### src/rtl/vdpc_pkg.sv
// constants and carrier types for the decoder processing control bank
package vdpc_pkg;
    localparam logic [7:0] ADDR_CHROMA = 8'h03;
    localparam logic [7:0] ADDR_BURST  = 8'h04;
    localparam logic [7:0] ADDR_PED    = 8'h05;
    localparam logic [7:0] ADDR_LUMA   = 8'h06;
    localparam logic [7:0] ADDR_COMB   = 8'h07;
    localparam logic [7:0] ADDR_CLAMP  = 8'h08;
    localparam logic [7:0] ADDR_STD    = 8'h09;
    localparam logic [7:0] ADDR_OFMT   = 8'h0A;
    localparam logic [7:0] ADDR_OMUX   = 8'h0B;
    localparam logic [7:0] ADDR_COMB_ADAPTION_MODE  = 8'h0C;
    localparam logic [7:0] RESET_VAL   = 8'h00;
    localparam logic [1:0] CLAMP_OFF240 = 2'h0;
    localparam logic [1:0] CLAMP_OFF256 = 2'h1;
    localparam logic [1:0] CLAMP_VIDB   = 2'h2;
    localparam logic [9:0] BLACK_240    = 10'h0F0;
    localparam logic [9:0] BLACK_256    = 10'h100;
    localparam logic [3:0] STD_NTSC_M   = 4'h0;
    localparam logic [3:0] STD_NTSC_J   = 4'h1;
    localparam logic [3:0] STD_PAL_BGHI = 4'h8;
    localparam logic [3:0] STD_PAL_M    = 4'h9;
    localparam logic [3:0] STD_PAL_NA   = 4'hA;
    localparam logic [3:0] STD_PAL_NJ   = 4'hB;
    localparam logic [1:0] COMB_ADAPTION_MODE_BEST3  = 2'h0;
    // notch path choices
    typedef enum logic [2:0] {
        VDPC_NOTCH_ANF1, VDPC_NOTCH_ANF2, VDPC_NOTCH_ANF3,
        VDPC_NOTCH_FIXED, VDPC_NOTCH_FLAT
    } vdpc_notch_t;
    typedef struct packed {
        logic       gauss_response_select;
        logic [7:0] setup_level;
        logic       notch_rounding;
        vdpc_notch_t notch_mode;
        logic       first_linestore_source;
        logic       second_linestore_span;
        logic       bandsplit_response_select;
        logic       bandsplit_sign_invert;
        logic       extraction_line_delay;
        logic       clamp_enable;
        logic       clamp_use_second_input;
        logic [9:0] black_level;
        logic [1:0] sync_level_lsbs;
        logic [3:0] standard_select;
        logic       standard_valid;
        logic [1:0] mixed_sync_format;
        logic       chroma_out_sign_invert;
        logic       luma_limit_chroma_kill;
        logic       colour_diff_multiplex;
        logic       colour_diff_decimate;
        logic       serial_digital_out_on;
        logic       embedded_signal_out_on;
        logic       embedded_signal_rate;
        logic [1:0] comb_adaption_mode;
        logic       comb_adaption_mode_best_of_three;
    } vdpc_cfg_t;
endpackage

### src/rtl/vdpc_regs.sv
// register bank steering the decoder processing chain
`timescale 1ns/1ps
module vdpc_regs #(
    parameter bit LATEST_REV = 1'b1
) (
    input  wire logic                 clk,
    input  wire logic                 resetn,
    input  wire logic [7:0]           addr,
    input  wire logic [7:0]           wdata,
    input  wire logic                 wr,
    input  wire logic                 rd,
    input  wire logic [1:0]           comb_special_function,
    output vdpc_pkg::vdpc_cfg_t       cfg,
    output logic [7:0]                rdata
);
    // ------------------------------------------------------------
    // storage
    // ------------------------------------------------------------
    logic [7:0] regs_q [3:12];
    logic [7:0] rdata_q;
    vdpc_pkg::vdpc_cfg_t cfg_q;
    vdpc_pkg::vdpc_cfg_t cfg_d;
    wire        hit = (addr >= vdpc_pkg::ADDR_CHROMA)
                   && (addr <= vdpc_pkg::ADDR_COMB_ADAPTION_MODE);
    wire [3:0]  idx = addr[3:0];
    wire [7:0]  rd_val = hit ? regs_q[idx] : 8'h00;

    always_ff @(posedge clk or negedge resetn) begin
        if (!resetn) begin
            for (int i = 3; i <= 12; i++) begin
                regs_q[i] <= vdpc_pkg::RESET_VAL;
            end
        end else if (wr && hit) begin
            regs_q[idx] <= wdata;
        end
    end

    always_ff @(posedge clk or negedge resetn) begin
        if (!resetn) begin
            rdata_q <= 8'h00;
        end else begin
            rdata_q <= rd ? rd_val : 8'h00;
        end
    end

    // ------------------------------------------------------------
    // field decode
    // ------------------------------------------------------------
    wire [7:0] r3 = regs_q[3];
    wire [7:0] r6 = regs_q[6];
    wire [7:0] r7 = regs_q[7];
    wire [7:0] r8 = regs_q[8];
    wire [7:0] r9 = regs_q[9];
    wire [7:0] ra = regs_q[10];
    wire [7:0] rb = regs_q[11];
    wire [7:0] rc = regs_q[12];
    wire [1:0] clamp_code = r8[1:0];
    wire       std_ok = (r9[3:0] == vdpc_pkg::STD_NTSC_M)
                     || (r9[3:0] == vdpc_pkg::STD_NTSC_J)
                     || (r9[3:0] == vdpc_pkg::STD_PAL_BGHI)
                     || (r9[3:0] == vdpc_pkg::STD_PAL_M)
                     || (r9[3:0] == vdpc_pkg::STD_PAL_NA)
                     || (r9[3:0] == vdpc_pkg::STD_PAL_NJ);
    // special function 1x makes luma flat, which beats the notch bit
    wire       xsf_flat = comb_special_function[1];
    vdpc_pkg::vdpc_notch_t notch_sel;
    assign notch_sel = xsf_flat ? vdpc_pkg::VDPC_NOTCH_FLAT
        : r6[0] ? (r6[5] ? vdpc_pkg::VDPC_NOTCH_ANF3
                         : vdpc_pkg::VDPC_NOTCH_FIXED)
        : r6[1] ? vdpc_pkg::VDPC_NOTCH_ANF2
                : vdpc_pkg::VDPC_NOTCH_ANF1;

    always_comb begin
        cfg_d = '0;
        cfg_d.gauss_response_select     = r3[0];
        cfg_d.setup_level               = regs_q[5];
        cfg_d.notch_rounding            = r6[4];
        cfg_d.notch_mode                = notch_sel;
        cfg_d.first_linestore_source    = r7[6];
        cfg_d.second_linestore_span     = r7[5];
        cfg_d.bandsplit_response_select = r7[2];
        cfg_d.bandsplit_sign_invert     = r7[1];
        cfg_d.extraction_line_delay     = r7[0];
        // older silicon reuses the clamp bits as sync level lsbs
        cfg_d.clamp_enable = LATEST_REV && clamp_code[1];
        cfg_d.clamp_use_second_input = LATEST_REV
            && (clamp_code == vdpc_pkg::CLAMP_VIDB);
        cfg_d.black_level = (LATEST_REV
            && clamp_code == vdpc_pkg::CLAMP_OFF256)
            ? vdpc_pkg::BLACK_256 : vdpc_pkg::BLACK_240;
        cfg_d.sync_level_lsbs = LATEST_REV ? 2'h0 : clamp_code;
        cfg_d.standard_select        = r9[3:0];
        cfg_d.standard_valid         = std_ok;
        cfg_d.mixed_sync_format      = ra[4:3];
        cfg_d.chroma_out_sign_invert = ra[2];
        cfg_d.luma_limit_chroma_kill = ra[1];
        cfg_d.colour_diff_multiplex  = rb[7];
        cfg_d.colour_diff_decimate   = rb[6];
        cfg_d.serial_digital_out_on  = rb[5];
        cfg_d.embedded_signal_out_on = rb[1];
        cfg_d.embedded_signal_rate   = rb[0];
        cfg_d.comb_adaption_mode     = rc[7:6];
        cfg_d.comb_adaption_mode_best_of_three =
            (rc[7:6] == vdpc_pkg::COMB_ADAPTION_MODE_BEST3);
    end

    // one flop after storage: fields reach the path one cycle after write
    always_ff @(posedge clk or negedge resetn) begin
        if (!resetn) begin
            cfg_q <= '0;
        end else begin
            cfg_q <= cfg_d;
        end
    end

    assign cfg   = cfg_q;
    assign rdata = rdata_q;
endmodule

### config.mk
export PLATFORM = sky130hd
export DESIGN_NAME = vdpc_regs
export DESIGN_NICKNAME = d
export VERILOG_FILES = /design/src/rtl/vdpc_pkg.sv /design/src/rtl/vdpc_regs.sv
export SDC_FILE = /design/constraint.sdc
export NUM_CORES = 1
export LEC_CHECK = 0
export ABC_AREA = 1
export BUFFER_PORTS_ARGS = -buffer_cell sky130_fd_sc_hd__buf_2
export CORE_MARGIN = 1.5
export CORE_UTILIZATION = 54
export CTS_BUF_LIST = sky130_fd_sc_hd__clkbuf_2
export CTS_CLUSTER_SIZE = 25
export DETAILED_ROUTE_END_ITERATION = 10
export GPL_TIMING_DRIVEN = 0
export PLACE_DENSITY = 0.85
export SLEW_MARGIN = 10
export SYNTH_ARGS = -nofsm -noshare
export SYNTH_HDL_FRONTEND = slang
export SYNTH_SLANG_ARGS = --single-unit
### constraint.sdc
create_clock -name clk -period 0.8 [get_ports clk]
set_input_delay 0.04 -clock clk [delete_from_list [all_inputs] [get_ports clk]]
set_output_delay 0.04 -clock clk [all_outputs]
set_load 0.02 [all_outputs]
==> results of run 1 <==
==> cell families after synthesis <==
logic type | count (synthesis)
flip-flops | 127
AND/OR/NAND/NOR | 448
other | 1
buffers and inverters | 54
AO/OA/AOI/OAI | 12
==> routing by layer <==
metal,vias to the layer above,wire [um]
met5,-,0
met4,0,884
met3,78,1220
met2,301,7880
met1,2440,5860
li1,2289,-
==> repair_timing <==
action,in CTS,in global routing
setup buffers,23,14
gates resized for setup,104,52
endpoints found under the setup margin,58,109
endpoints found under the hold margin,218,118
pin swaps,20,28
==> path summary, 6_finish.rpt <==
path / cells past startpoint / end / slack, ns
max: 2 / cfg[25] / -0.65
min: 2 / rdata[4]$_DFF_PN0_ / -0.21
max reg2reg: 6 / rdata[7]$_DFF_PN0_ / -0.24
min reg2reg: 0 / cfg[48]$_DFF_PN0_ / 0.41
max in group asynchronous: 3 / r6[0]$_DFFE_PN0P_ / 0.24
min in group clk: 8 / rdata[6]$_DFF_PN0_ / -0.13
==> report_power, final <==
part	internal (uW)	switching [uW]	total (uW)	leakage, uW
logic	659	1120	1780	0.00215
registers	6640	144	6790	0.00174
clock network	1370	2320	3700	0.000124
total	8680	3590	12300	0.00402
==> cells in the final DEF, fill, tap and decap left out, types with 2 or more instances in the layout <==
master	instances
buf_4	37
bufinv_16	2
inv_2	5
nand2_2	20
nor2_4	9
inv_4	3
clkinv_1	3
nand2_4	4
dfrtp_1	125
nand2_8	3
nor2_8	4
nand3_1	80
conb_1	7
nor2_1	106
dlygate4sd3_1	12
o21ai_0	7
nor2_2	18
clkinvlp_4	2
inv_1	13
clkbuf_2	20
buf_6	64
clkinv_2	2
buf_8	9
nand4_4	10
buf_2	14
nand2_1	193
dfrtp_2	2
==> stage by stage <==
step                power (uW)  hold WS, ns  util (%)  cells
finish                   12300       -0.212      71.4    919
global route             12700       -0.209      71.4    919
CTS                      12100       -0.167      69.3    911
detailed placement        8300     -0.00291      61.5    847
global placement          8240        0.179      61.1    846
floorplan                 7760       -0.256         -    648
==> final cells by class <==
type | count | area, um2 | share of cell area [%]
flip-flops and latches | 127 | 3180 | 42.9
multi-input cells | 467 | 2390 | 32.2
repair buffers | 106 | 1060 | 14.3
plain buffers | 33 | 328 | 4.43
well taps | 136 | 170 | 2.30
clock buffers | 20 | 100 | 1.35
clock inverters | 9 | 96.3 | 1.30
inverters | 21 | 86.3 | 1.17
==> metrics.md, run 1 <==
| Metric | Value |
|---|---|
| Complex-gate fraction of the synthesized area | `around 1.1%` |
| RR Startpoint | `rb[7]$_DFFE_PN0P_` |
| Busiest layer in global routing | `met2` |
| Fin Hold WS | `-0.212 ns` |
| Setup crit start | `cfg[26]$_DFF_PN0_` |
| Final worst setup slack | `-0.653 ns` |
| Core ar. | `0.0104 mm2` |
| Prevailing post-synth register cell | `dfrtp_1` |
| Most used cell along the critical path | `buf_6` |
| Mapped Avg Cell Area | `roughly 9.0 um2` |
| Synth Register Bits | `between 100 and 150` |
| Clock period minus worst slack | `between 1 and 1.5 ns` |
| Clock Sinks | `about 130` |
| WS Path Type | `register to output pin` |
| Met1 usage in global routing | `a little over a third` |
| Sum of negative setup slack | `-26.35 ns` |
| Final HPWL DP | `about 9500 um` |
| CP Max Fanout | `4` |
| CTS buffer count | `17` |
| Area Overhead vs Synth | `28.3%` |
| CTS tree | `done` |
| Tot GR Track Use | `29.1%` |
| Die H | `about 110 um` |
| Worst clock skew | `approximately 0.027 ns` |
| Worst-path clk slew | `around 0.20 ns` |
| Vias post-DR | `5108` |
| Buf+Inv Stages, Crit Path | `2` |
| Largest family of logic cells by synthesized area | `simple AND/OR/NAND/NOR gates` |
| Layout cell share with drive strength beyond 1 | `30.1%` |
| Synth area leader | `dfrtp_1` |
| Clock buffer depth | `2` |
| Post-synthesis mux area share | `0%` |
| Met3 Use GR | `between 6 and 7%` |
| Clock Latency Late Sink | `around 0.7 ns` |
| Worst Tran Pin Value | `roughly 0.50 ns` |
| Req. time, crit path | `roughly 0.76 ns` |
| Die width | `between 100 and 150 um` |
| Post-synth EDFFs | `0` |
| Total grt overflow | `0` |
| CP endpoint kind | `output pin` |
| N_diodes | `0` |
| Initial Utilization | `55.7%` |
| Failing checks | `hold timing, setup timing` |
| Critical Path AT | `1.41 ns` |
| Slew HR | `roughly two thirds` |
| Max rail drop VDD | `between 0.9 and 1 mV` |
| Mapped Area | `around 0.0058 mm2` |
| Largest net degree at the start of global routing | `80` |
| Yosys cell types | `24` |
| Worst hold path class | `primary input to async pin` |
| Slowest cell delay on critical path | `approximately 0.47 ns` |
| Simple-gate share of the synthesized area | `between 30 and 40%` |
| Number of flip-flops in the largest register | `39` |
| Leak | `approximately 0.0040 uW` |
| Final hold violations | `~120` |
| Crit path launch type | `register` |
| I/O Buffers | `62` |
| Drt drc | `0` |
| Cell count after synthesis | `~640` |
| Post-route ant nets | `0` |
| Final worst path period share | `182%` |
| Met2 Use GR | `between 40 and 50%` |
| Row cnt | `37` |
| Clock root buffer | `clkbuf_2` |
| WL per Instance | `~17 um` |
| Status | `complete, but fails checks` |
| Vias in the first global route | `between 5000 and 6000` |
| Hold buffers post-CTS | `12` |
| Xor-xnor portion of the synthesized cell area | `0%` |
| Fin area | `around 0.0074 mm2` |
| Worst path slowest cell | `dfrtp_2` |
| Pwr dens | `1660 mW/mm2` |
| Top Family by Delay on Critical Path | `flip-flops` |
| Post-DR vias/cell | `5.56` |
| First-pass detailed-route iteration total | `6` |
| H-Tree Depth | `4` |
| Most numerous cell in the Yosys netlist | `nand2_1` |
| Synth cell count leaders | `212 x nand2_1, 127 x dfrtp_1, 123 x nor2_1` |
| Final #Nets | `approximately 800` |
| RSZ-0062 raised after global routing | `true` |
| Slew Viols, Final | `0` |
| Setup violators final | `64` |
| Initial antenna violation count | `0` |
| Dpl ws | `-0.612 ns` |
| Max-cap violation count | `0` |
| Routability Congestion | `0.983` |
| YS warnings | `0` |
| Total wire length | `between 15000 and 20000 um` |
| Sequential share of the synthesized area | `approximately 55%` |
| Final-layout fill cell count | `approximately 740` |
| Fmax | `between 0.6 and 0.7 GHz` |
| Placed Area | `0.00637 mm2` |
| IO Pins | `79` |
| First-pass GRT wire length | `between 20000 and 25000 um` |
| Post-synthesis adder-cell area fraction | `0%` |
| Synth top area share | `a little under three fifths` |
| Post-synth ARST share | `100%` |
| Critical path cell sequence | `buf_6 > buf_6` |
| Area contributors post-synth | `dfrtp_1 55%, nand2_1 14%, nor2_1 8.0%, nand3_1 6.9%, nand4_4 3.7%` |
| Die area | `0.0113 mm2` |
| First DRT Iteration DRCs | `around 480` |
Power figures use the tool's default switching activity.
==> inputs of run 2 (changes only) <==
--- a/config.mk
+++ b/config.mk
@@ -8,12 +8,13 @@
 export ABC_AREA = 1
 export BUFFER_PORTS_ARGS = -buffer_cell sky130_fd_sc_hd__buf_2
 export CORE_MARGIN = 1.5
-export CORE_UTILIZATION = 54
+export CORE_UTILIZATION = 60
 export CTS_BUF_LIST = sky130_fd_sc_hd__clkbuf_2
 export CTS_CLUSTER_SIZE = 25
 export DETAILED_ROUTE_END_ITERATION = 10
 export GPL_TIMING_DRIVEN = 0
-export PLACE_DENSITY = 0.85
+export PLACE_DENSITY = 0.89
+export REMOVE_ABC_BUFFERS = 1
 export SLEW_MARGIN = 10
 export SYNTH_ARGS = -nofsm -noshare
 export SYNTH_HDL_FRONTEND = slang
==> constraint.sdc (replaced) <==
create_clock -name clk -period 1.45 [get_ports clk]
set_input_delay 0.0725 -clock clk [delete_from_list [all_inputs] [get_ports clk]]
set_output_delay 0.0725 -clock clk [all_outputs]
set_load 0.02 [all_outputs]
==> metrics.md, run 2 (same netlist as run 1, synthesis figures left out) <==
| Metric | Value |
|---|---|
| N_diodes | `0 (unchanged)` |
| First-pass detailed-route iteration total | `8 (+2)` |
| Initial antenna violation count | `0 (unchanged)` |
| Post-route ant nets | `0 (unchanged)` |
| Leak | `0.00368 uW (-8.5%)` |
| Sum of negative setup slack | `0 ns (+26.35 ns)` |
| Fin Hold WS | `-0.0444 ns (+0.167 ns)` |
| Largest net degree at the start of global routing | `81 (+1.3%)` |
| Tot GR Track Use | `29.9% (+0.85 points)` |
| Met3 routed WL | `1420 um (+17%)` |
| Number of flip-flops in the largest register | `39 (unchanged)` |
| Clock root buffer | `clkbuf_2` |
| Die width | `101 um (-5.0%)` |
| Met2 WL post-DR | `6910 um (-12%)` |
| Post-DR vias/cell | `5.69 (+2.3%)` |
| Fin area | `0.00645 mm2 (-13%)` |
| Final HPWL DP | `8900 um (-6.6%)` |
| Crit path launch type | `primary input` |
| Vias in the first global route | `4697 (-6.3%)` |
| RSZ-0062 raised after global routing | `false` |
| Initial Utilization | `62.2% (+6.5 points)` |
| Final #Nets | `746 (-6.2%)` |
| Layout cell share with drive strength beyond 1 | `19.2% (-11 points)` |
| Failing checks | `hold timing` |
| Final Power | `6580 uW (-46%)` |
| Die H | `101 um (-5.0%)` |
| Req. time, crit path | `2.04 ns (+1.28 ns)` |
| Slew HR | `35.4% (-31 points)` |
| Setup violators final | `0 (-100%)` |
| Critical Path AT | `1.97 ns (+0.56 ns)` |
| Clock period minus worst slack | `about 1.4 ns` |
| H-Tree Depth | `4 (unchanged)` |
| Vias post-DR | `4914 (-3.8%)` |
| Placed Area | `0.00604 mm2 (-5.3%)` |
| Worst Tran Pin Value | `0.967 ns (+0.464 ns)` |
| Core ar. | `0.00928 mm2 (-10%)` |
| Commonest non-fill, non-tap cell in the layout | `nand2_1` |
| CTS tree | `done` |
| CP endpoint kind | `register` |
| Pwr dens | `1020 mW/mm2 (-38%)` |
| Fmax | `roughly 0.73 GHz` |
| Die area | `0.0102 mm2 (-9.7%)` |
| Post-CTS setup buffers | `0 (-100%)` |
| I/O Buffers | `70 (+13%)` |
| Clock buffer depth | `2 (unchanged)` |
| Row cnt | `35 (-5.4%)` |
| Final hold violations | `1 (-99%)` |
| Commonest non-fill, non-tap cells in the layout | `211 x nand2_1, 127 x dfrtp_1, 123 x nor2_1` |
| Status | `complete, but fails checks` |
| Total grt overflow | `0 (unchanged)` |
| Drt drc | `0 (unchanged)` |
| Slew Viols, Final | `0 (unchanged)` |
| Worst hold path class | `primary input to register` |
| Max-cap violation count | `0 (unchanged)` |
| WL per Instance | `16.8 um (-2.4%)` |
| First DRT Iteration DRCs | `470 (-2.9%)` |
| CP Max Fanout | `21 (+17)` |
| Clock Sinks | `127 (unchanged)` |
| Worst clock skew | `0.0314 ns (+0.00392 ns)` |
| Final worst path period share | `a little over nine tenths` |
| First-pass GRT wire length | `22800 um (-7.8%)` |
| Uppermost layer routed | `met4` |
| Clock Latency Late Sink | `0.70 ns (about the same)` |
| Worst-path clk slew | `0.17 ns (-0.03 ns)` |
| WS Path Type | `primary input to register` |
| Met1 wire length | `5380 um (-8.2%)` |
| Max rail drop VDD | `0.432 mV (-56%)` |
| Total wire length | `14500 um (-8.2%)` |
| Routability Congestion | `0.870 (-11%)` |
| IO Pins | `79 (unchanged)` |
| Area Overhead vs Synth | `11.7%` |
| CTS buffer count | `17 (unchanged)` |
-- run 2: cell count changes in the layout (fill, tap and decap cells not counted), sizes merged --
| cell | change |
|---|---|
| buf | -55 |
| dlygate4sd3 | +6 |
| clkinv | +4 |
| clkbuf | -3 |
| clkinvlp | -1 |
| nor2 | +1 |
-- run 2: routing by layer --
metal / vias to the layer above / track usage, %
li1: 2182 / -
met1: 2302 / 37.6
met2: 344 / 47.7
met3: 86 / 6.03
met4: 0 / 18.7
met5: - / 0
-- run 2: through the flow --
step / hold slack, ns / instances / worst slack [ns] / utilization [%]
after floorplan: -0.223 / 615 / 0.0211 / -
after global placement: 0.210 / 814 / -1.12 / 64.7
after detailed placement: 0.130 / 815 / -0.599 / 65.1
after CTS: 0.0145 / 864 / 0.0805 / 69.4
after global routing: 0.0341 / 864 / 0.0100 / 69.4
final: -0.0444 / 864 / 0.0749 / 69.4
-- run 2: cell type report --
cell class / count / area (um2)
sequential: 127 / 3180
fill: 705 / 2840
multi-input combinational: 468 / 2250
timing repair buffer: 89 / 564
tap: 129 / 161
clock inverter: 12 / 123
clock buffer: 18 / 90.1
inverter: 21 / 78.8
-- run 2: worst paths after layout --
kind / start / end / slack, ns / cells after the start
min in group asynchronous: resetn / cfg[30]$_DFF_PN0_ / 0.49 / 3
worst min register to register: r9[0]$_DFFE_PN0P_ / cfg[13]$_DFF_PN0_ / 0.43 / 0
worst max register to register: cfg_d[46]$_DFFE_PN0P_ / rdata[6]$_DFF_PN0_ / 0.30 / 6
max in group asynchronous: resetn / cfg[45]$_DFF_PN0_ / 0.28 / 4
worst max-delay path: addr[1] / rdata[6]$_DFF_PN0_ / 0.07 / 8
worst min-delay path: addr[6] / rdata[0]$_DFF_PN0_ / -0.04 / 8
-- run 2: timing repair --
| action | in CTS | in global routing |
|---|---|---|
| endpoints found under the hold margin | 218 | 0 |
| hold buffers | 19 | 0 |
| endpoints found under the setup margin | 0 | 71 |
| resized for setup | 0 | 2 |
-- run 2: power by group --
group	switching (uW)	leakage [uW]	internal, uW
combinational	556	0.00180	214
sequential	70.9	0.00174	3660
clock	1320	0.000137	763
-- run 2: worst max-delay path: stages --
cell	delay, ns
buf_2	0.16
nand2_4	0.22
nand2_8	0.26
nand3_4	0.17
inv_2	0.10
dlygate4sd3_1	0.66
nand2_1	0.11
nor2_1	0.19
==> inputs of run 3 (changes only) <==
--- a/config.mk
+++ b/config.mk
@@ -5,15 +5,16 @@
 export SDC_FILE = /design/constraint.sdc
 export NUM_CORES = 1
 export LEC_CHECK = 0
-export ABC_AREA = 1
 export BUFFER_PORTS_ARGS = -buffer_cell sky130_fd_sc_hd__buf_2
+export CELL_PAD_IN_SITES_DETAIL_PLACEMENT = 1
+export CELL_PAD_IN_SITES_GLOBAL_PLACEMENT = 1
 export CORE_MARGIN = 1.5
-export CORE_UTILIZATION = 60
+export CORE_UTILIZATION = 48
 export CTS_BUF_LIST = sky130_fd_sc_hd__clkbuf_2
 export CTS_CLUSTER_SIZE = 25
 export DETAILED_ROUTE_END_ITERATION = 10
 export GPL_TIMING_DRIVEN = 0
-export PLACE_DENSITY = 0.89
+export PLACE_DENSITY = 0.87
 export REMOVE_ABC_BUFFERS = 1
 export SLEW_MARGIN = 10
 export SYNTH_ARGS = -nofsm -noshare
==> metrics.md, run 3 <==
| Metric | Value |
|---|---|
| Fmax | `0.697 GHz (-4.1%)` |
| Cell count after synthesis | `354 (-45%)` |
| Final #Nets | `459 (-38%)` |
| First DRT Iteration DRCs | `152 (-68%)` |
| Die H | `106 um (+4.9%)` |
| Worst setup path end | `r7[1]$_DFFE_PN0P_` |
| Area Overhead vs Synth | `15.8%` |
| Die width | `106 um (+4.9%)` |
| Vias post-DR | `3197 (-35%)` |
| Worst hold path class | `primary input to register` |
| Fin util | `57.2% (-12 points)` |
| WL per Instance | `19.8 um (+18%)` |
| Drt drc | `0 (unchanged)` |
| Slew HR | `24.6% (-11 points)` |
| IO Pins | `79 (unchanged)` |
| Final hold violations | `0 (-1)` |
| Post-route ant nets | `0 (unchanged)` |
| Req. time, crit path | `2.01 ns (-0.03 ns)` |
| Slowest cell delay on critical path | `0.64 ns (-0.02 ns)` |
| Area contributors post-synth | `dfrtp_1 62%, mux2_2 19%, mux2i_1 5.1%, buf_4 1.5%, a211oi_1 1.2%` |
| Commonest non-fill, non-tap cell in the layout | `dfrtp_1` |
| Mapped Area | `0.00510 mm2 (-12%)` |
| Leak | `0.00307 uW (-17%)` |
| Pint | `4900 uW (+5.6%)` |
| Final HPWL DP | `7570 um (-15%)` |
| Net switching power figure | `1640 uW (-15%)` |
| Pwr dens | `1110 mW/mm2 (+8.6%)` |
| Fin Hold WS | `0.0426 ns (+0.0870 ns)` |
| CP Max Fanout | `8 (-62%)` |
| Largest net degree at the start of global routing | `87 (+7.4%)` |
| Clock period minus worst slack | `1.43 ns (+0.0594 ns)` |
| Routability Congestion | `0.834 (-4.2%)` |
| Post-synth EDFFs | `0 (unchanged)` |
| Worst reg2reg path depth | `4 (-2)` |
| Clock power frac | `32.5% (+0.9 points)` |
| Final worst setup slack | `0.0154 ns (-0.0594 ns)` |
| Die area | `0.0112 mm2 (+10%)` |
| Synth cell count leaders | `127 x dfrtp_1, 86 x mux2_2, 26 x mux2i_1` |
| Number of flip-flops in the largest register | `39 (unchanged)` |
| Setup crit start | `addr[4]` |
| Yosys cell types | `35 (+46%)` |
| Reg2reg end | `rdata[0]$_DFF_PN0_` |
| Setup violators final | `0 (unchanged)` |
| First-pass GRT wire length | `18800 um (-17%)` |
| Mapped Avg Cell Area | `14.4 um2 (+60%)` |
| RR Startpoint | `r8[0]$_DFFE_PN0P_` |
| Dpl ws | `-0.914 ns (-0.315 ns)` |
| Crit path launch type | `primary input` |
| Critical path cell sequence | `buf_2 > nor4_4 > nand4b_1 > nor2_2 > mux2_2` |
| Core ar. | `0.0103 mm2 (+11%)` |
| FF-to-FF setup slack | `0.18 ns (-0.12 ns)` |
| Worst-path clk slew | `0.17 ns (about the same)` |
| Initial Utilization | `49.4% (-13 points)` |
| WS Path Type | `primary input to register` |
| Comb power frac | `9.7% (-2.0 points)` |
| Row cnt | `37 (+5.7%)` |
| N_diodes | `0 (unchanged)` |
| Placed Area | `0.00551 mm2 (-8.8%)` |
| H-Tree Depth | `4 (unchanged)` |
| First-pass detailed-route iteration total | `4 (-4)` |
| Initial antenna violation count | `0 (unchanged)` |
| Clock root buffer | `clkbuf_2` |
| CP endpoint kind | `register` |
| Prevailing post-synth register cell | `dfrtp_1` |
| Post-CTS setup buffers | `0 (unchanged)` |
| Commonest non-fill, non-tap cells in the layout | `127 x dfrtp_1, 86 x mux2_2, 67 x buf_2` |
| Worst path slowest cell | `nor2_2` |
| Layout cell share with drive strength beyond 1 | `43.2% (+24 points)` |
| RSZ-0062 raised after global routing | `true` |
| Worst clock skew | `0.0207 ns (-0.0106 ns)` |
| CTS buffer count | `17 (unchanged)` |
| Switching Fraction | `25.1% (-4.4 points)` |
| Synth area leader | `dfrtp_1` |
| Synth Register Bits | `127 (unchanged)` |
| Clock Latency Late Sink | `0.67 ns (-0.03 ns)` |
| Worst Tran Pin Value | `1.13 ns (+0.162 ns)` |
| Critical Path AT | `1.99 ns (+0.02 ns)` |
| I/O Buffers | `70 (unchanged)` |
| Max rail drop VDD | `0.467 mV (+8.2%)` |
| Post-DR vias/cell | `5.46 (-3.9%)` |
| Final-layout fill cell count | `1035 (+47%)` |
| Synth top area share | `62.3% (+7.3 points)` |
| Post-synth ARST share | `100% (unchanged)` |
| Final Power | `6540 uW (-0.60%)` |
| Max-cap violation count | `0 (unchanged)` |
| YS warnings | `0 (unchanged)` |
| CTS tree | `done` |
| Sequential power share | `57.9% (+1.2 points)` |
| Sequential share of the synthesized area | `62.3% (+7.3 points)` |
| Final worst path period share | `98.9% (+4.1 points)` |
| Clock buffer depth | `2 (unchanged)` |
| Fin area | `0.00590 mm2 (-8.5%)` |
| Total grt overflow | `0 (unchanged)` |
| Total wire length | `11600 um (-20%)` |
| Vias in the first global route | `3539 (-25%)` |
| Most numerous cell in the Yosys netlist | `dfrtp_1` |
| Slew Viols, Final | `0 (unchanged)` |
| Tot GR Track Use | `22.7% (-7.3 points)` |
| Clock Sinks | `127 (unchanged)` |
| Status | `finished clean` |
run 3: changes by cell type in the layout (fill, tap and decap cells not counted), moves of 8 or more:
cell     previous run  this run
a22oi_1             0         8
inv_1              15         3
mux2_2              0        86
mux2i_1             0        26
nand2_1           211        12
nand3_1            80         7
nand4_4            10         0
nor2_1            123        10
nor2_4              9         0
run 3: what timing repair did:
item,in CTS,in global routing
gates resized for setup,1,1
endpoints found under the setup margin,27,4
hold buffers,15,1
endpoints found under the hold margin,218,6
run 3: metrics by stage:
step	std cells	TNS (ns)
after CTS	584	0
after floorplan	331	-2.06
after global placement	537	-200.93
after global routing	585	-0.0979
final	585	0
after detailed placement	538	-58.20
run 3: layer usage:
layer  share of wire (%)  wire length (um)  track usage, %  up-vias
li1                    -                 -               -     1416
met1                  40              4670            26.6     1674
met2                  54              6190            39.1       83
met3                 3.4               394            6.38       24
met4                 2.7               313            9.56        0
met5                   0                 0               0        -
run 3: critical path, delay by kind of cell:
kind / cells / cell delay [ns]
AND/OR/NAND/NOR: 3 / 1.38
multiplexers: 1 / 0.42
buffers and inverters: 1 / 0.11
run 3: area by class of cell:
class                   count  area (um2)  area share (%)
inverters                   4        15.0           0.254
clock buffers              21         105            1.78
well taps                 136         170            2.88
repair buffers             87         549            9.31
clock inverters            10         120            2.04
multi-input cells         200        1760            29.9
flip-flops and latches    127        3180            53.9
run 3: logic make-up after synthesis:
group / count (synthesis) / synth area share [%]
simple gates: 53 / 6.04
other cells: 1 / 0.0736
compound gates: 28 / 3.93
flops: 127 / 62.3
mux: 112 / 24.1
buf+inv: 33 / 3.51
run 3: worst min path at each step:
| stage | startpoint | to | depth (start not counted) |
|---|---|---|---|
| global route | addr[7] | rdata[3]$_DFF_PN0_ | 5 |
| CTS | addr[7] | rdata[0]$_DFF_PN0_ | 5 |
| floorplan | resetn | cfg[0]$_DFF_PN0_ | 0 |
| detailed placement | resetn | cfg[15]$_DFF_PN0_ | 1 |
| global placement | comb_special_function[1] | cfg[38]$_DFF_PN0_ | 1 |
| finish | addr[7] | rdata[1]$_DFF_PN0_ | 5 |
run 3: power by group through the flow:
stage / Combinational (uW) / Sequential, uW / Clock, uW
floorplan: 229 / 3910 / 0
detailed placement: 601 / 3860 / 0
global route: 684 / 3810 / 2360
global placement: 560 / 3840 / 0
finish: 632 / 3790 / 2130
CTS: 637 / 3790 / 2190
